[src/cpu_pin_consts.svh]
// constants for the processor pin-level bus and reset control block
`ifndef CPU_PIN_CONSTS_SVH
`define CPU_PIN_CONSTS_SVH
`define RESET_VECTOR   20'hFFFF0
`define NMI_TYPE       8'h02
`define ADDR_W         20
`define DATA_W         16
`define MID_SEL_W      4
`define HS_W           3
`endif

[src/cpu_pin_pkg.sv]
// shared types for the pin-level control block
`include "cpu_pin_consts.svh"
package cpu_pin_pkg;
	typedef logic [`ADDR_W-1:0]    addr_t;
	typedef logic [`DATA_W-1:0]    data_t;
	typedef logic [`MID_SEL_W-1:0] mid_sel_t;
	typedef logic [`HS_W-1:0]      hs_t;
	typedef enum logic [1:0] {BUS_IDLE, BUS_ADDR, BUS_DATA} bus_state_t;
	typedef enum logic [1:0] {PWR_RUN, PWR_DOWN, PWR_WAKE} pwr_state_t;
endpackage

[src/bus_phase_if.sv]
// phase handshake between the pin controller and the bus phase sequencer
interface bus_phase_if;
	logic start;
	logic ready;
	logic holdReq;
	logic allow;
	logic addrPhase;
	logic dataPhase;
	logic cycleDone;
	logic holdGrant;
	modport seq  (input start, ready, holdReq, allow, output addrPhase, dataPhase, cycleDone, holdGrant);
	modport ctrl (output start, ready, holdReq, allow, input addrPhase, dataPhase, cycleDone, holdGrant);
endinterface

[src/bus_phase_seq.sv]
// bus cycle phase sequencer: idle, address phase, data phase
module bus_phase_seq
	import cpu_pin_pkg::*;
(
	// clock and reset
	input  wire logic sys_clk,
	input  wire logic reset,
	// phase handshake
	bus_phase_if.seq  bp
);
	bus_state_t stateReg;
	bus_state_t stateNext;

	always_comb begin
		stateNext = stateReg;
		unique case (stateReg)
			BUS_IDLE: begin
				// a cycle always opens with its address phase
				if (bp.start && bp.allow && !bp.holdReq) begin
					stateNext = BUS_ADDR;
				end
			end
			BUS_ADDR: begin
				stateNext = BUS_DATA;
			end
			BUS_DATA: begin
				if (bp.ready) begin
					stateNext = BUS_IDLE;
				end
			end
		endcase
	end

	// async reset drops any cycle in flight
	always_ff @(posedge sys_clk or posedge reset) begin
		if (reset) begin
			stateReg <= BUS_IDLE;
		end else begin
			stateReg <= stateNext;
		end
	end

	assign bp.addrPhase = (stateReg == BUS_ADDR);
	assign bp.dataPhase = (stateReg == BUS_DATA);
	assign bp.cycleDone = (stateReg == BUS_DATA) && bp.ready;
	// hold is only granted between cycles, never inside one
	assign bp.holdGrant = (stateReg == BUS_IDLE) && bp.holdReq;
endmodule

[src/cpu_pin_ctrl.sv]
// pin-level bus, clock, reset, interrupt and mode control of the processor
`include "cpu_pin_consts.svh"
module cpu_pin_ctrl
	import cpu_pin_pkg::*;
(
	// clock and reset
	input  wire logic              sys_clk,
	input  wire logic              reset,
	// clock pins
	output logic                   clkRefOut,
	output logic                   crystalDriveOe,
	// reset indication
	output logic                   resetIndOut,
	output logic                   resetIndOe,
	// strap and select pins
	input  wire logic              narrowBus,
	input  wire logic              upperMemSelIn,
	input  wire logic              lowerMemSelIn,
	// core bus request
	input  wire logic              coreReq,
	input  wire cpu_pin_pkg::addr_t coreAddr,
	input  wire logic              coreWrite,
	input  wire logic              coreDmaCycle,
	input  wire cpu_pin_pkg::data_t coreWdata,
	input  wire logic              busReady,
	output logic                   coreDone,
	output cpu_pin_pkg::data_t     coreRdata,
	output logic                   bootFetch,
	// multiplexed bus pins
	input  wire cpu_pin_pkg::data_t sharedAdIn,
	output cpu_pin_pkg::data_t     sharedAdOut,
	output logic                   sharedAdOe,
	output logic [2:0]             upperAddrOut,
	output logic                   addr19Out,
	output logic                   upperAddrOe,
	output logic                   addrStrobe,
	// bus hold
	input  wire logic              holdReq,
	output logic                   holdAck,
	// non-maskable interrupt
	input  wire logic              nmiIn,
	input  wire logic              nmiTaken,
	output logic                   nmiPending,
	output logic [7:0]             nmiType,
	// wait/busy pin and coprocessor
	input  wire logic              waitBusyIn,
	input  wire logic              waitInstr,
	output logic                   execSuspend,
	output logic                   coprocMode,
	output logic                   coprocBusy,
	// midrange selects and coprocessor handshake
	input  wire cpu_pin_pkg::mid_sel_t midSelCore,
	input  wire cpu_pin_pkg::hs_t  coprocHsCore,
	output cpu_pin_pkg::mid_sel_t  midSelOut,
	output logic                   midSelOe,
	// powerdown
	input  wire logic              powerdownReq,
	input  wire logic              wakeReq,
	input  wire logic              pdTimerIn,
	output logic                   pdTimerOut,
	output logic                   pdTimerOe,
	output logic                   poweredDown
);
	import cpu_pin_pkg::*;

	bus_phase_if bp ();

	bus_phase_seq u_seq (
		.sys_clk (sys_clk),
		.reset   (reset),
		.bp      (bp.seq)
	);

	// reference clock on the falling edge; held low in reset so it restarts in phase
	logic clkRef_reg;
	logic clkRef_next;
	always_comb begin
		// divide by two, one toggle per falling edge
		clkRef_next = ~clkRef_reg;
	end
	// reset forces the phase, so release resynchronizes it
	always_ff @(negedge sys_clk or posedge reset) begin
		if (reset) begin
			clkRef_reg <= 1'b0;
		end else begin
			clkRef_reg <= clkRef_next;
		end
	end
	assign clkRefOut = clkRef_reg;

	// isolation strap has no async reset: it must see the select pins while reset is high
	logic isolate_reg;
	logic isolate_next;
	always_comb begin
		isolate_next = isolate_reg;
		// both selects low during reset floats the bus, reset indication, select and timer pins; crystal drive and reference clock stay driven
		if (reset) begin
			isolate_next = ~upperMemSelIn & ~lowerMemSelIn;
		end
	end
	always_ff @(posedge sys_clk) begin
		isolate_reg <= isolate_next;
	end

	// straps caught at the first edge after release, while the reset output is still high
	logic resetInd_reg, resetInd_next;
	logic coproc_reg, coproc_next;
	logic narrow_reg, narrow_next;
	logic boot_reg, boot_next;
	always_comb begin
		// reset output follows the reset input
		resetInd_next = 1'b0;
		coproc_next   = coproc_reg;
		narrow_next   = narrow_reg;
		boot_next     = boot_reg;
		if (resetInd_reg) begin
			// a wait/busy pin tied to reset output reads high here
			coproc_next = waitBusyIn;
			narrow_next = narrowBus;
		end
		// first cycle after reset fetches from the reset vector
		if (bp.addrPhase) begin
			boot_next = 1'b0;
		end
	end
	// reset sets every control flop to its initial state
	always_ff @(posedge sys_clk or posedge reset) begin
		if (reset) begin
			resetInd_reg <= 1'b1;
			coproc_reg   <= 1'b0;
			narrow_reg   <= 1'b0;
			boot_reg     <= 1'b1;
		end else begin
			resetInd_reg <= resetInd_next;
			coproc_reg   <= coproc_next;
			narrow_reg   <= narrow_next;
			boot_reg     <= boot_next;
		end
	end

	// powerdown sequencing
	pwr_state_t pwr_reg;
	pwr_state_t pwr_next;
	always_comb begin
		pwr_next = pwr_reg;
		unique case (pwr_reg)
			PWR_RUN: begin
				if (powerdownReq && !bp.addrPhase && !bp.dataPhase) begin
					pwr_next = PWR_DOWN;
				end
			end
			PWR_DOWN: begin
				if (wakeReq) begin
					pwr_next = PWR_WAKE;
				end
			end
			PWR_WAKE: begin
				// resume only once the timer capacitor has charged
				if (pdTimerIn) begin
					pwr_next = PWR_RUN;
				end
			end
		endcase
	end

	// nmi: two-flop synchroniser, then edge detect on the settled copy
	logic [2:0] nmiSync_reg, nmiSync_next;
	logic       nmiPend_reg, nmiPend_next;
	always_comb begin
		nmiSync_next = {nmiSync_reg[1:0], nmiIn};
		nmiPend_next = nmiPend_reg;
		if (nmiTaken) begin
			nmiPend_next = 1'b0;
		end
		// a new rising edge wins over the clear in the same cycle
		if (nmiSync_reg[1] && !nmiSync_reg[2]) begin
			nmiPend_next = 1'b1;
		end
	end

	// latched request and pin outputs
	addr_t    addr_reg, addr_next;
	data_t    wdata_reg, wdata_next;
	logic     write_reg, write_next;
	logic     dma_reg, dma_next;
	data_t    adOut_reg, adOut_next;
	logic     adOe_reg, adOe_next;
	logic [2:0] upAddr_reg, upAddr_next;
	logic     a19_reg, a19_next;
	logic     upOe_reg, upOe_next;
	logic     strobe_reg, strobe_next;
	logic     done_reg, done_next;
	data_t    rdata_reg, rdata_next;
	logic     hold_reg, hold_next;
	logic     susp_reg, susp_next;
	logic     busy_reg, busy_next;
	mid_sel_t mid_reg, mid_next;
	logic     pdOut_reg, pdOut_next;
	logic     pdOe_reg, pdOe_next;
	logic     running;

	assign running    = (pwr_reg == PWR_RUN);
	assign bp.start   = coreReq;
	assign bp.ready   = busReady;
	assign bp.holdReq = holdReq;
	assign bp.allow   = running;

	always_comb begin
		addr_next   = addr_reg;
		wdata_next  = wdata_reg;
		write_next  = write_reg;
		dma_next    = dma_reg;
		adOut_next  = adOut_reg;
		adOe_next   = adOe_reg;
		upAddr_next = upAddr_reg;
		a19_next    = a19_reg;
		upOe_next   = upOe_reg;
		strobe_next = 1'b0;
		done_next   = bp.cycleDone;
		rdata_next  = rdata_reg;
		hold_next   = bp.holdGrant;
		if (bp.start && !bp.addrPhase && !bp.dataPhase) begin
			addr_next  = boot_reg ? `RESET_VECTOR : coreAddr;
			wdata_next = coreWdata;
			write_next = coreWrite;
			dma_next   = coreDmaCycle;
		end
		if (bp.addrPhase) begin
			// low address on the shared pins, latched by the strobe
			adOut_next  = addr_reg[15:0];
			adOe_next   = 1'b1;
			// upper address bits in the address phase
			upAddr_next = addr_reg[18:16];
			a19_next    = addr_reg[19];
			upOe_next   = 1'b1;
			strobe_next = 1'b1;
		end else if (bp.dataPhase) begin
			// data phase: drive write data, release for reads
			adOut_next  = wdata_reg;
			adOe_next   = write_reg;
			if (narrow_reg) begin
				// narrow bus keeps address 15..8 for the whole cycle
				adOut_next[15:8] = addr_reg[15:8];
				adOe_next        = 1'b1;
			end
			// bits 18..16 go to zero in the data phase
			upAddr_next = 3'h0;
			// cycle source on the bit-19 pin
			a19_next    = dma_reg;
			upOe_next   = 1'b1;
			if (bus_phase_done(busReady, write_reg)) begin
				rdata_next = sharedAdIn;
			end
		end else if (running) begin
			// idle or hold: float the bus pins
			adOe_next = 1'b0;
			upOe_next = 1'b0;
		end
		// powerdown leaves values and enables untouched
		if (isolate_reg) begin
			adOe_next = 1'b0;
			upOe_next = 1'b0;
		end
		// regular mode: WAIT stalls while the pin is high
		susp_next = waitInstr && !coproc_reg && waitBusyIn;
		// coprocessor mode: pin reports coprocessor activity
		busy_next = coproc_reg && waitBusyIn;
		mid_next  = midSelCore;
		if (coproc_reg) begin
			// selects 0, 1 and 3 become coprocessor handshake
			mid_next[0] = coprocHsCore[0];
			mid_next[1] = coprocHsCore[1];
			mid_next[3] = coprocHsCore[2];
		end
		// timer pin: driven high in powerdown unless isolated, released otherwise
		pdOut_next = 1'b1;
		pdOe_next  = (pwr_next == PWR_DOWN) && !isolate_reg;
	end

	// read data is captured on the final data-phase edge of a read
	function automatic logic bus_phase_done(input logic rdy, input logic wr);
		bus_phase_done = rdy && !wr;
	endfunction

	// reset floats the bus and defines every pin
	always_ff @(posedge sys_clk or posedge reset) begin
		if (reset) begin
			pwr_reg     <= PWR_RUN;
			nmiSync_reg <= 3'h0;
			nmiPend_reg <= 1'b0;
			addr_reg    <= 20'h00000;
			wdata_reg   <= 16'h0000;
			write_reg   <= 1'b0;
			dma_reg     <= 1'b0;
			adOut_reg   <= 16'h0000;
			adOe_reg    <= 1'b0;
			upAddr_reg  <= 3'h0;
			a19_reg     <= 1'b0;
			upOe_reg    <= 1'b0;
			strobe_reg  <= 1'b0;
			done_reg    <= 1'b0;
			rdata_reg   <= 16'h0000;
			hold_reg    <= 1'b0;
			susp_reg    <= 1'b0;
			busy_reg    <= 1'b0;
			mid_reg     <= 4'hF;
			pdOut_reg   <= 1'b0;
			pdOe_reg    <= 1'b0;
		end else begin
			pwr_reg     <= pwr_next;
			nmiSync_reg <= nmiSync_next;
			nmiPend_reg <= nmiPend_next;
			addr_reg    <= addr_next;
			wdata_reg   <= wdata_next;
			write_reg   <= write_next;
			dma_reg     <= dma_next;
			adOut_reg   <= adOut_next;
			adOe_reg    <= adOe_next;
			upAddr_reg  <= upAddr_next;
			a19_reg     <= a19_next;
			upOe_reg    <= upOe_next;
			strobe_reg  <= strobe_next;
			done_reg    <= done_next;
			rdata_reg   <= rdata_next;
			hold_reg    <= hold_next;
			susp_reg    <= susp_next;
			busy_reg    <= busy_next;
			mid_reg     <= mid_next;
			pdOut_reg   <= pdOut_next;
			pdOe_reg    <= pdOe_next;
		end
	end

	// clock-related drivers never float, even when isolated
	assign crystalDriveOe = resetInd_reg | ~resetInd_reg;
	assign resetIndOut    = resetInd_reg;
	assign resetIndOe     = ~isolate_reg;
	assign coreDone       = done_reg;
	assign coreRdata      = rdata_reg;
	assign bootFetch      = boot_reg;
	assign sharedAdOut    = adOut_reg;
	assign sharedAdOe     = adOe_reg;
	assign upperAddrOut   = upAddr_reg;
	assign addr19Out      = a19_reg;
	assign upperAddrOe    = upOe_reg;
	assign addrStrobe     = strobe_reg;
	assign holdAck        = hold_reg;
	assign nmiPending     = nmiPend_reg;
	assign nmiType        = `NMI_TYPE;
	assign execSuspend    = susp_reg;
	assign coprocMode     = coproc_reg;
	assign coprocBusy     = busy_reg;
	assign midSelOut      = mid_reg;
	assign midSelOe       = ~isolate_reg;
	assign pdTimerOut     = pdOut_reg;
	assign pdTimerOe      = pdOe_reg;
	assign poweredDown    = ~running;
endmodule

[config.mk]
export PLATFORM = sky130hd
export DESIGN_NAME = cpu_pin_ctrl
export DESIGN_NICKNAME = d
export VERILOG_FILES = /design/src/cpu_pin_pkg.sv /design/src/bus_phase_if.sv /design/src/bus_phase_seq.sv /design/src/cpu_pin_ctrl.sv
export VERILOG_INCLUDE_DIRS = /design/src
export SDC_FILE = /design/constraint.sdc
export NUM_CORES = 1
export LEC_CHECK = 0
export BUFFER_PORTS_ARGS = -buffer_cell sky130_fd_sc_hd__buf_4
export CAP_MARGIN = 20
export CORE_MARGIN = 2
export CORE_UTILIZATION = 41
export CTS_CLUSTER_SIZE = 28
export DETAILED_ROUTE_END_ITERATION = 8
export PLACE_DENSITY_LB_ADDON = 0.15
export SLEW_MARGIN = 40
export SYNTH_ARGS = -nofsm -noshare
export SYNTH_HDL_FRONTEND = slang
export SYNTH_SLANG_ARGS = --single-unit
[constraint.sdc]
create_clock -name sys_clk -period 3.3 [get_ports sys_clk]
set_input_delay 0.165 -clock sys_clk [delete_from_list [all_inputs] [get_ports sys_clk]]
set_output_delay 0.165 -clock sys_clk [all_outputs]
set_load 0.02 [all_outputs]
==> results.toml, run 1 <==
[sta]
tns_ns = 0
slew_violations = 0
setup_violations = 0
timing.slew.headroom_pct = 54.0
hold_viol_final = 0
skew_ns = 0.0111
rsz0062_at_grt = "no"
worst_pin_slew_ns = 0.690

[routing]
drtPass1Iterations = 4
first_iter_violations = 99
viasPerCell = 4.69
routed_wl_um = 8650
ant_nets = 0
vias = 2892
post_drt_wl_per_cell_um = 14.0
route.detailed.drc = 0

[power]
p_per_area_mw_per_mm2 = 925
ir_worst_vdd_mv = 0.394
p_leak_nw = 2.61

[floorplan]
start_util_pct = 42.4
die_area_mm2 = 0.0109
rows = 36
die_h_um = 105
core_area_mm2 = 0.00977
die_w_um = 105
io_pins = 142

[critical_path]
cp_data_required_time_ns = 3.13
path_delay_family = "flip-flops"
critPathLaunchType = "register"
cp_cell_sequence = "buf_4"
critPathKind = "reg2out"
crit_fanout = 2
slowest_stage = "dfrtn_1"
end_kind = "primary output"
critPathMaxStageDelay_ns = 0.42
cp.arrival_ns = 2.55
cp.buffers_inverters = 1

[place]
dp_cells = 597
globalplace.congestion = 0.748
place_hpwl_um = 5920
io_buffer_count = 132

[global_route]
grt_pass1_wl_um = 13700
antenna_found_initial = 0
grt_use_total_pct = 15.7
grt_max_degree = 73
grt_pass1_vias = 2794
grt-ovfl-total = 0

[finish]
nets = 563
stdcell_count = 617
mostFrequentLayoutCells = "buf_4, dfrtp_1, nor2_1"
drive_gt1_share_pct = 41.1
antenna_cells = 0
final_common_cell = "buf_4"
utilization_pct = 55.9
area_growth_pct = 31.7
largest_reg_flops = 20

[cts]
clkSinkCount = 101
cts-resized-gates = 0
cts_tree = "yes"
cts_hold_buf = 4
cts.clk_slew.worst_paths_ns = 0.10
cts_buffer_depth = 2
cts.htree.levels = 3
cts_root_buffer = "clkbuf_8"
cts_inserted_buffers = 9
cts_setup_buffers = 0
clock_latency_ns = 0.35

[logic_synthesis]
netlist_instances = 345
ys.warnings.count = 0
synth-compound-area-share_pct = 6.52
yosys.area_share.simple_pct = 8.81
synth_xor_area_share_pct = 0
ys_seq_area_share_pct = 61.3
synthDistinctLibCells = 31
synth_area_mm2 = 0.00415
synth_fa_ha_area_share_pct = 2.41
synth_top_family_by_area = "multiplexers"
synth_seq_cells = 101
synth_mux_area_share_pct = 15.2
avgSynthCellArea_um2 = 12.0

[min_path]
worstHoldPathType = "in2reg"

[job]
max_cap_viol_count = 0

[status]
status = "finished, final reports clean"
==> Yosys cell counts, drive strengths merged <==
cell	instances	area, um2
and2	3	18.8
nor3	2	10.0
nand2b	1	6.26
nor3b	1	12.5
inv	19	71.3
nor2	58	225
dfrtp	93	2330
mux2	39	439
conb	2	7.51
mux2i	19	190
o22ai	1	6.26
o221a	1	11.3
o21a	1	7.51
nor4b	1	8.76
nand2	2	7.51
edfxtp	1	30.0
ha	8	100
nand3	3	15.0
dfstp	6	158
clkbuf	7	26.3
dfrtn	1	25.0
o21ai	12	60.1
nand3b	6	48.8
buf	19	136
a21oi	37	185
nor2b	2	12.5
==> through the flow <==
step           hold slack, ns  cell area [um2]  power [mW]  setup WS (ns)
3_3_place_gp            0.274             5220        4.21          0.955
4_1_cts                0.0122             5460        5.11          0.561
6_report               0.0274             5460        5.05          0.585
2_1_floorplan           0.169             4180        3.53          0.397
5_1_grt                0.0162             5460        5.41          0.542
3_5_place_dp            0.274             5220        4.30          0.934
==> worst reg2reg max path, stage by stage, from the launching register on <==
cell,delay (ns)
dfrtp_1,0.38
inv_1,0.09
ha_1,0.19
buf_4,0.23
nor3b_4,0.21
buf_4,0.53
mux2_2,0.44
==> logic make-up after synthesis <==
family          Yosys count
compound gates           52
fa+ha+maj                 8
buf+inv                  45
flops                   101
mux                      58
other cells               2
simple gates             79
==> routing by layer <==
layer	global-route usage [%]	up-vias	routed length (um)
met5	0	-	0
met4	4.92	0	96
li1	-	1396	-
met2	25.1	90	4090
met3	3.99	9	555
met1	21.0	1397	3910
==> report_power, final <==
part           total, mW  switching [mW]  internal [mW]
clock              0.803           0.424          0.378
sequential          2.04           0.272           1.77
combinational       2.21            1.21          0.997
==> layout make-up <==
type / count / area [um2]
Tap cell: 133 / 166
Fill cell: 852 / 4310
Multi-Input combinational cell: 208 / 1410
Clock inverter: 4 / 56.3
Sequential cell: 101 / 2540
Inverter: 19 / 75.1
Timing Repair Buffer: 140 / 1060
Clock buffer: 12 / 145
==> worst paths after layout <==
kind	cells after the start	slack (ns)	start	end
max	1	0.59	clkRefOut$_DFF_NP0_	clkRefOut
min reg2reg	1	0.32	clkRefOut$_DFF_NP0_	clkRefOut$_DFF_NP0_
max in group asynchronous	3	0.93	reset	clkRefOut$_DFF_NP0_
min in group asynchronous	3	0.44	reset	execSuspend$_DFF_PP0_
min	3	0.03	waitInstr	execSuspend$_DFF_PP0_
max reg2reg	6	1.12	u_seq.stateReg[1]$_DFFE_PP0P_	wdata_reg[14]$_DFFE_PP0P_
Note: power is estimated with default switching activity, not from simulation.
==> run 2, diff against run 1 <==
--- a/config.mk
+++ b/config.mk
@@ -6,6 +6,7 @@
 export SDC_FILE = /design/constraint.sdc
 export NUM_CORES = 1
 export LEC_CHECK = 0
+export ABC_AREA = 1
 export BUFFER_PORTS_ARGS = -buffer_cell sky130_fd_sc_hd__buf_4
 export CAP_MARGIN = 20
 export CORE_MARGIN = 2
==> constraint.sdc (replaced) <==
create_clock -name sys_clk -period 2.2 [get_ports sys_clk]
set_input_delay 0.11 -clock sys_clk [delete_from_list [all_inputs] [get_ports sys_clk]]
set_output_delay 0.11 -clock sys_clk [all_outputs]
set_load 0.02 [all_outputs]
==> run 2 against run 1 <==
Against the previous run: non-clock buffer count is 44 higher; synthesized cell count is 30% higher; first-iteration DRC count is 41% higher; utilization is 4.7 points higher; critical path type unchanged; critical endpoint unchanged; largest cell class unchanged.
==> results.toml, run 2 <==
[logic_synthesis]
synthDistinctLibCells = 26
ys_seq_area_share_pct = 60.7
ys.warnings.count = 0
synth_area_mm2 = 0.00418
netlist_instances = 448
yosysTopAreaCell = "dfrtp_1"
synth_top_area_share_pct = 55.7
async_flop_share_pct = 99.0
avgSynthCellArea_um2 = 9.33
yosysMostFrequentCell = "nand2_1"
synth_edf_count = 1
yosys_most_used_dff = "dfrtp_1"
netlist_top_cells_area = "dfrtp_1, nand2_1, o21ai_0"
synthTopCellsByCount = "nand2_1, dfrtp_1, inv_1, nor2_1, o21ai_0"
synth_seq_cells = 101

[finish]
antenna_cells = 0
area_growth_pct = 42.3
largest_reg_flops = 20
drive_gt1_share_pct = 27.8
mostFrequentLayoutCells = "nand2_1, buf_4, dfrtp_1"
final_common_cell = "nand2_1"
nets = 709

[critical_path]
critPathKind = "reg2out"
critPathMaxStageDelay_ns = 0.41
end_kind = "primary output"
cp_data_required_time_ns = 2.09
path_delay_family = "flip-flops"
cp.arrival_ns = 1.99
crit_fanout = 2
slowest_stage = "dfrtn_1"
cp.buffers_inverters = 1
critPathLaunchType = "register"
cp_cell_sequence = "buf_4"

[floorplan]
rows = 36
die_h_um = 105
start_util_pct = 42.6
core_area_mm2 = 0.00982
die_area_mm2 = 0.0110
die_w_um = 105
io_pins = 142

[sta]
hold_viol_final = 0
hold_slack_ns = 0.0178
worst_pin_slew_ns = 0.536
timing.slew.headroom_pct = 64.3
skew_ns = 0.0132
rsz0062_at_grt = "no"
slew_violations = 0
setup_violations = 0

[cts]
cts.htree.levels = 3
cts_inserted_buffers = 9
cts_buffer_depth = 2
cts_root_buffer = "clkbuf_8"
cts_tree = "yes"
cts_setup_buffers = 0
clkSinkCount = 101
cts.clk_slew.worst_paths_ns = 0.09
clock_latency_ns = 0.35

[routing]
first_iter_violations = 140
route.detailed.drc = 0
ant_nets = 0
post_drt_wl_per_cell_um = 12.8
routed_wl_um = 9740
drtPass1Iterations = 4
vias = 3448
viasPerCell = 4.52

[job]
max_cap_viol_count = 0

[global_route]
grt-ovfl-total = 0
grt_pass1_wl_um = 16400
antenna_found_initial = 0
grt_pass1_vias = 3419
grt_max_degree = 100
grt_use_total_pct = 18.4

[place]
io_buffer_count = 132
globalplace.congestion = 0.731
place_hpwl_um = 6500

[power]
power_mw = 7.60
ir_worst_vdd_mv = 0.671
p_leak_nw = 3.10
p_per_area_mw_per_mm2 = 1280

[min_path]
worstHoldPathType = "in2reg"

[status]
status = "finished, final reports clean"
run 2: changes by cell type after synthesis, moves of 4 or more:
cell / before / now
nand3b_1: 5 / 0
a21oi_1: 37 / 0
nor2_1: 57 / 37
inv_1: 19 / 45
nand3_1: 3 / 7
mux2i_1: 19 / 0
o21ai_1: 0 / 8
mux2_2: 38 / 5
nand2_1: 2 / 143
o21ai_0: 12 / 34
a31oi_1: 0 / 17
run 2: worst paths after layout:
check	from	end	slack [ns]	cells after the start
max in group asynchronous	reset	clkRefOut$_DFF_NP0_	0.85	3
worst max register to register	u_seq.stateReg[1]$_DFFE_PP0P_	addr_reg[16]$_DFFE_PP0P_	0.36	7
min in group asynchronous	reset	coprocMode$_DFFE_PP0P_	0.49	4
worst min-delay path	coreAddr[3]	addr_reg[3]$_DFFE_PP0P_	0.02	3
worst min register to register	clkRefOut$_DFF_NP0_	clkRefOut$_DFF_NP0_	0.31	1
worst max-delay path	clkRefOut$_DFF_NP0_	clkRefOut	0.1	1
run 2: repair_timing:
item	4_1_cts	5_1_grt
hold buffers	45	0
gates resized for setup	0	0
endpoints found under the hold margin	136	0
run 2: logic make-up (layout without fill, tap and decap cells):
family | Yosys count | count (layout) | share of synthesized area (%)
AND/OR/NAND/NOR | 191 | 191 | 18.0
adder cells (fa/ha/maj) | 8 | 8 | 2.39
flip-flops | 101 | 101 | 60.7
AO/OA/AOI/OAI | 66 | 66 | 8.80
multiplexers | 5 | 5 | 1.35
other | 2 | 11 | 0.180
buffers and inverters | 75 | 248 | 8.59
run 2: area by class of cell:
class | count | area (um2)
inverters | 48 | 186
clock buffers | 11 | 151
fillers | 898 | 3870
repair buffers | 184 | 1510
multi-input cells | 281 | 1320
flip-flops and latches | 101 | 2540
clock inverters | 5 | 81.3
well taps | 133 | 166
run 2: worst register-to-register path, stage by stage (launching register included):
cell     delay (ns)
dfrtp_1        0.41
inv_1          0.10
ha_1           0.29
nor2_4         0.22
nand2_4        0.20
inv_4          0.30
o21ai_0        0.19
o21ai_2        0.08
run 2: metrics by stage:
step	instances	setup TNS (ns)	instance area (um2)	worst slack [ns]	utilization [%]
6_report	763	0	5950	0.0984	60.6
5_1_grt	763	0	5950	0.0552	60.6
4_1_cts	763	0	5950	0.0913	60.6
2_1_floorplan	457	-0.0979	4220	-0.0979	-
3_3_place_gp	702	0	5270	0.464	53.6
3_5_place_dp	702	0	5270	0.398	53.6
run 2: power by group:
group	total, mW	switching, mW	internal (mW)
Sequential	3.03	0.408	2.62
Clock	1.34	0.630	0.706
Combinational	3.23	1.91	1.32
Total	7.60	2.95	4.65
run 2: layer usage:
metal  share of wire [%]  global-route usage, %  vias to the layer above
met5                   0                      0                        -
met4                 1.2                   6.48                        0
met3                 4.5                   2.87                       10
met2                  48                   30.1                      110
met1                  47                   25.0                     1598
li1                    -                      -                     1730
==> run 3, diff against run 2 <==
--- a/config.mk
+++ b/config.mk
@@ -13,6 +13,7 @@
 export CORE_UTILIZATION = 41
 export CTS_CLUSTER_SIZE = 28
 export DETAILED_ROUTE_END_ITERATION = 8
+export HOLD_SLACK_MARGIN = 0.1
 export PLACE_DENSITY_LB_ADDON = 0.15
 export SLEW_MARGIN = 40
 export SYNTH_ARGS = -nofsm -noshare
==> run 3 against run 2 <==
Against the previous run: hold slack better by 0.14 ns; critical path depth stayed put; clock skew hardly changed; sequential cell count stayed put; count of clock-buffer cells in the layout stayed put; sequential power hardly changed; register-to-register slack worse by 0.03 ns; combinational power is 2% higher; largest power group unchanged; highest routed layer unchanged.
==> results.toml, run 3 (same netlist as run 2, synthesis figures left out) <==
[place]
dp_cells = 702
globalplace.congestion = 0.731
io_buffer_count = 132
place_hpwl_um = 6500
postPlaceCellArea_mm2 = 0.00527

[global_route]
grt_use_total_pct = 19.2
grt-ovfl-total = 0
grt_pass1_vias = 3597
grt_pass1_wl_um = 17000
grt_max_degree = 100
antenna_found_initial = 0

[cts]
clkSinkCount = 101
cts_tree = "yes"
cts.htree.levels = 3
clock_latency_ns = 0.35
cts_root_buffer = "clkbuf_8"
cts.clk_slew.worst_paths_ns = 0.10
cts_buffer_depth = 2
cts_inserted_buffers = 9
cts_setup_buffers = 0

[routing]
post_drt_wl_per_cell_um = 12.7
vias = 3596
first_iter_violations = 145
drtPass1Iterations = 4
viasPerCell = 4.55
routed_wl_um = 10000
route.detailed.drc = 0
ant_nets = 0

[critical_path]
crit_path_start = "clkRefOut$_DFF_NP0_"
critPathMaxStageDelay_ns = 0.41
rr_startpoint = "u_seq.stateReg[1]$_DFFE_PP0P_"
cp.buffers_inverters = 1
path_delay_family = "flip-flops"
slowest_stage = "dfrtn_1"
end_kind = "primary output"
cp_data_required_time_ns = 2.09
cp_cell_sequence = "buf_4"
crit_fanout = 2
critPathKind = "reg2out"
critPathLaunchType = "register"
cp.arrival_ns = 1.98

[sta]
rsz0062_at_grt = "no"
setup_violations = 0
skew_ns = 0.0132
timing.slew.headroom_pct = 63.5
worst_pin_slew_ns = 0.548
hold_viol_final = 0
hold_slack_ns = 0.159
slew_violations = 0

[floorplan]
io_pins = 142
die_h_um = 105
start_util_pct = 42.6
die_w_um = 105
rows = 36
core_area_mm2 = 0.00982
die_area_mm2 = 0.0110

[min_path]
hold_start = "wakeReq"
worstHoldPathType = "in2reg"

[finish]
nFillCells = 847
antenna_cells = 0
multi_input_area_mm2 = 0.00132
finalInstanceArea_mm2 = 0.00623
final_common_cell = "nand2_1"
nets = 737
area_growth_pct = 49.0
drive_gt1_share_pct = 26.6
largest_reg_flops = 20
stdcell_count = 791
mostFrequentLayoutCells = "nand2_1, buf_4, dfrtp_1"
seq_area_mm2 = 0.00254

[power]
p_leak_nw = 3.22
p_per_area_mw_per_mm2 = 1230
ir_worst_vdd_mv = 0.562
power_mw = 7.65

[job]
max_cap_viol_count = 0

[status]
status = "finished, final reports clean"
## run 3: cell types whose count changed in the layout (fill, tap and decap cells not counted), sizes merged
cell,change
dlygate4sd3,+28
## run 3: final cells by class
cell class              instances  area share [%]
flip-flops and latches        101            40.8
multi-input cells             281            21.1
clock inverters                 5            1.31
clock buffers                  11            2.43
inverters                      48            2.99
repair buffers                212            28.7
well taps                     133            2.67
## run 3: final timing paths
| check | slack [ns] | endpoint | cells past startpoint |
|---|---|---|---|
| worst max-delay path | 0.11 | clkRefOut | 1 |
| max in group asynchronous | 0.85 | clkRefOut$_DFF_NP0_ | 3 |
| worst min-delay path | 0.16 | pdTimerOe$_DFF_PP0_ | 6 |
| worst max register to register | 0.33 | pwr_reg[1]$_DFF_PP0_ | 7 |
| min in group asynchronous | 0.47 | coprocMode$_DFFE_PP0P_ | 4 |
| worst min register to register | 0.31 | clkRefOut$_DFF_NP0_ | 1 |
## run 3: timing repair
action	4_1_cts	5_1_grt
endpoints found under the hold margin	162	0
gates resized for setup	0	0
hold buffers	73	0
## run 3: metal layers
| metal | up-vias | part of all wire, % | track usage, % |
|---|---|---|---|
| li1 | 1785 | - | - |
| met1 | 1690 | 45 | 25.7 |
| met2 | 112 | 48 | 31.7 |
| met3 | 9 | 5.3 | 3.06 |
| met4 | 0 | 1.1 | 6.57 |
| met5 | - | 0 | 0 |
## run 3: power breakdown
part           switching [mW]  leakage (nW)  internal (mW)  total [mW]
Sequential              0.408          1.23           2.62        3.03
Combinational            1.93          1.87           1.36        3.29
Clock                   0.627         0.116          0.706        1.33
Total                    2.96          3.22           4.69        7.65
## run 3: through the flow
step	setup slack (ns)	utilization (%)	setup TNS [ns]
floorplan	-0.0979	-	-0.0979
global placement	0.464	53.6	0
detailed placement	0.398	53.6	0
CTS	0.0913	63.4	0
global route	0.0483	63.4	0
finish	0.107	63.4	0
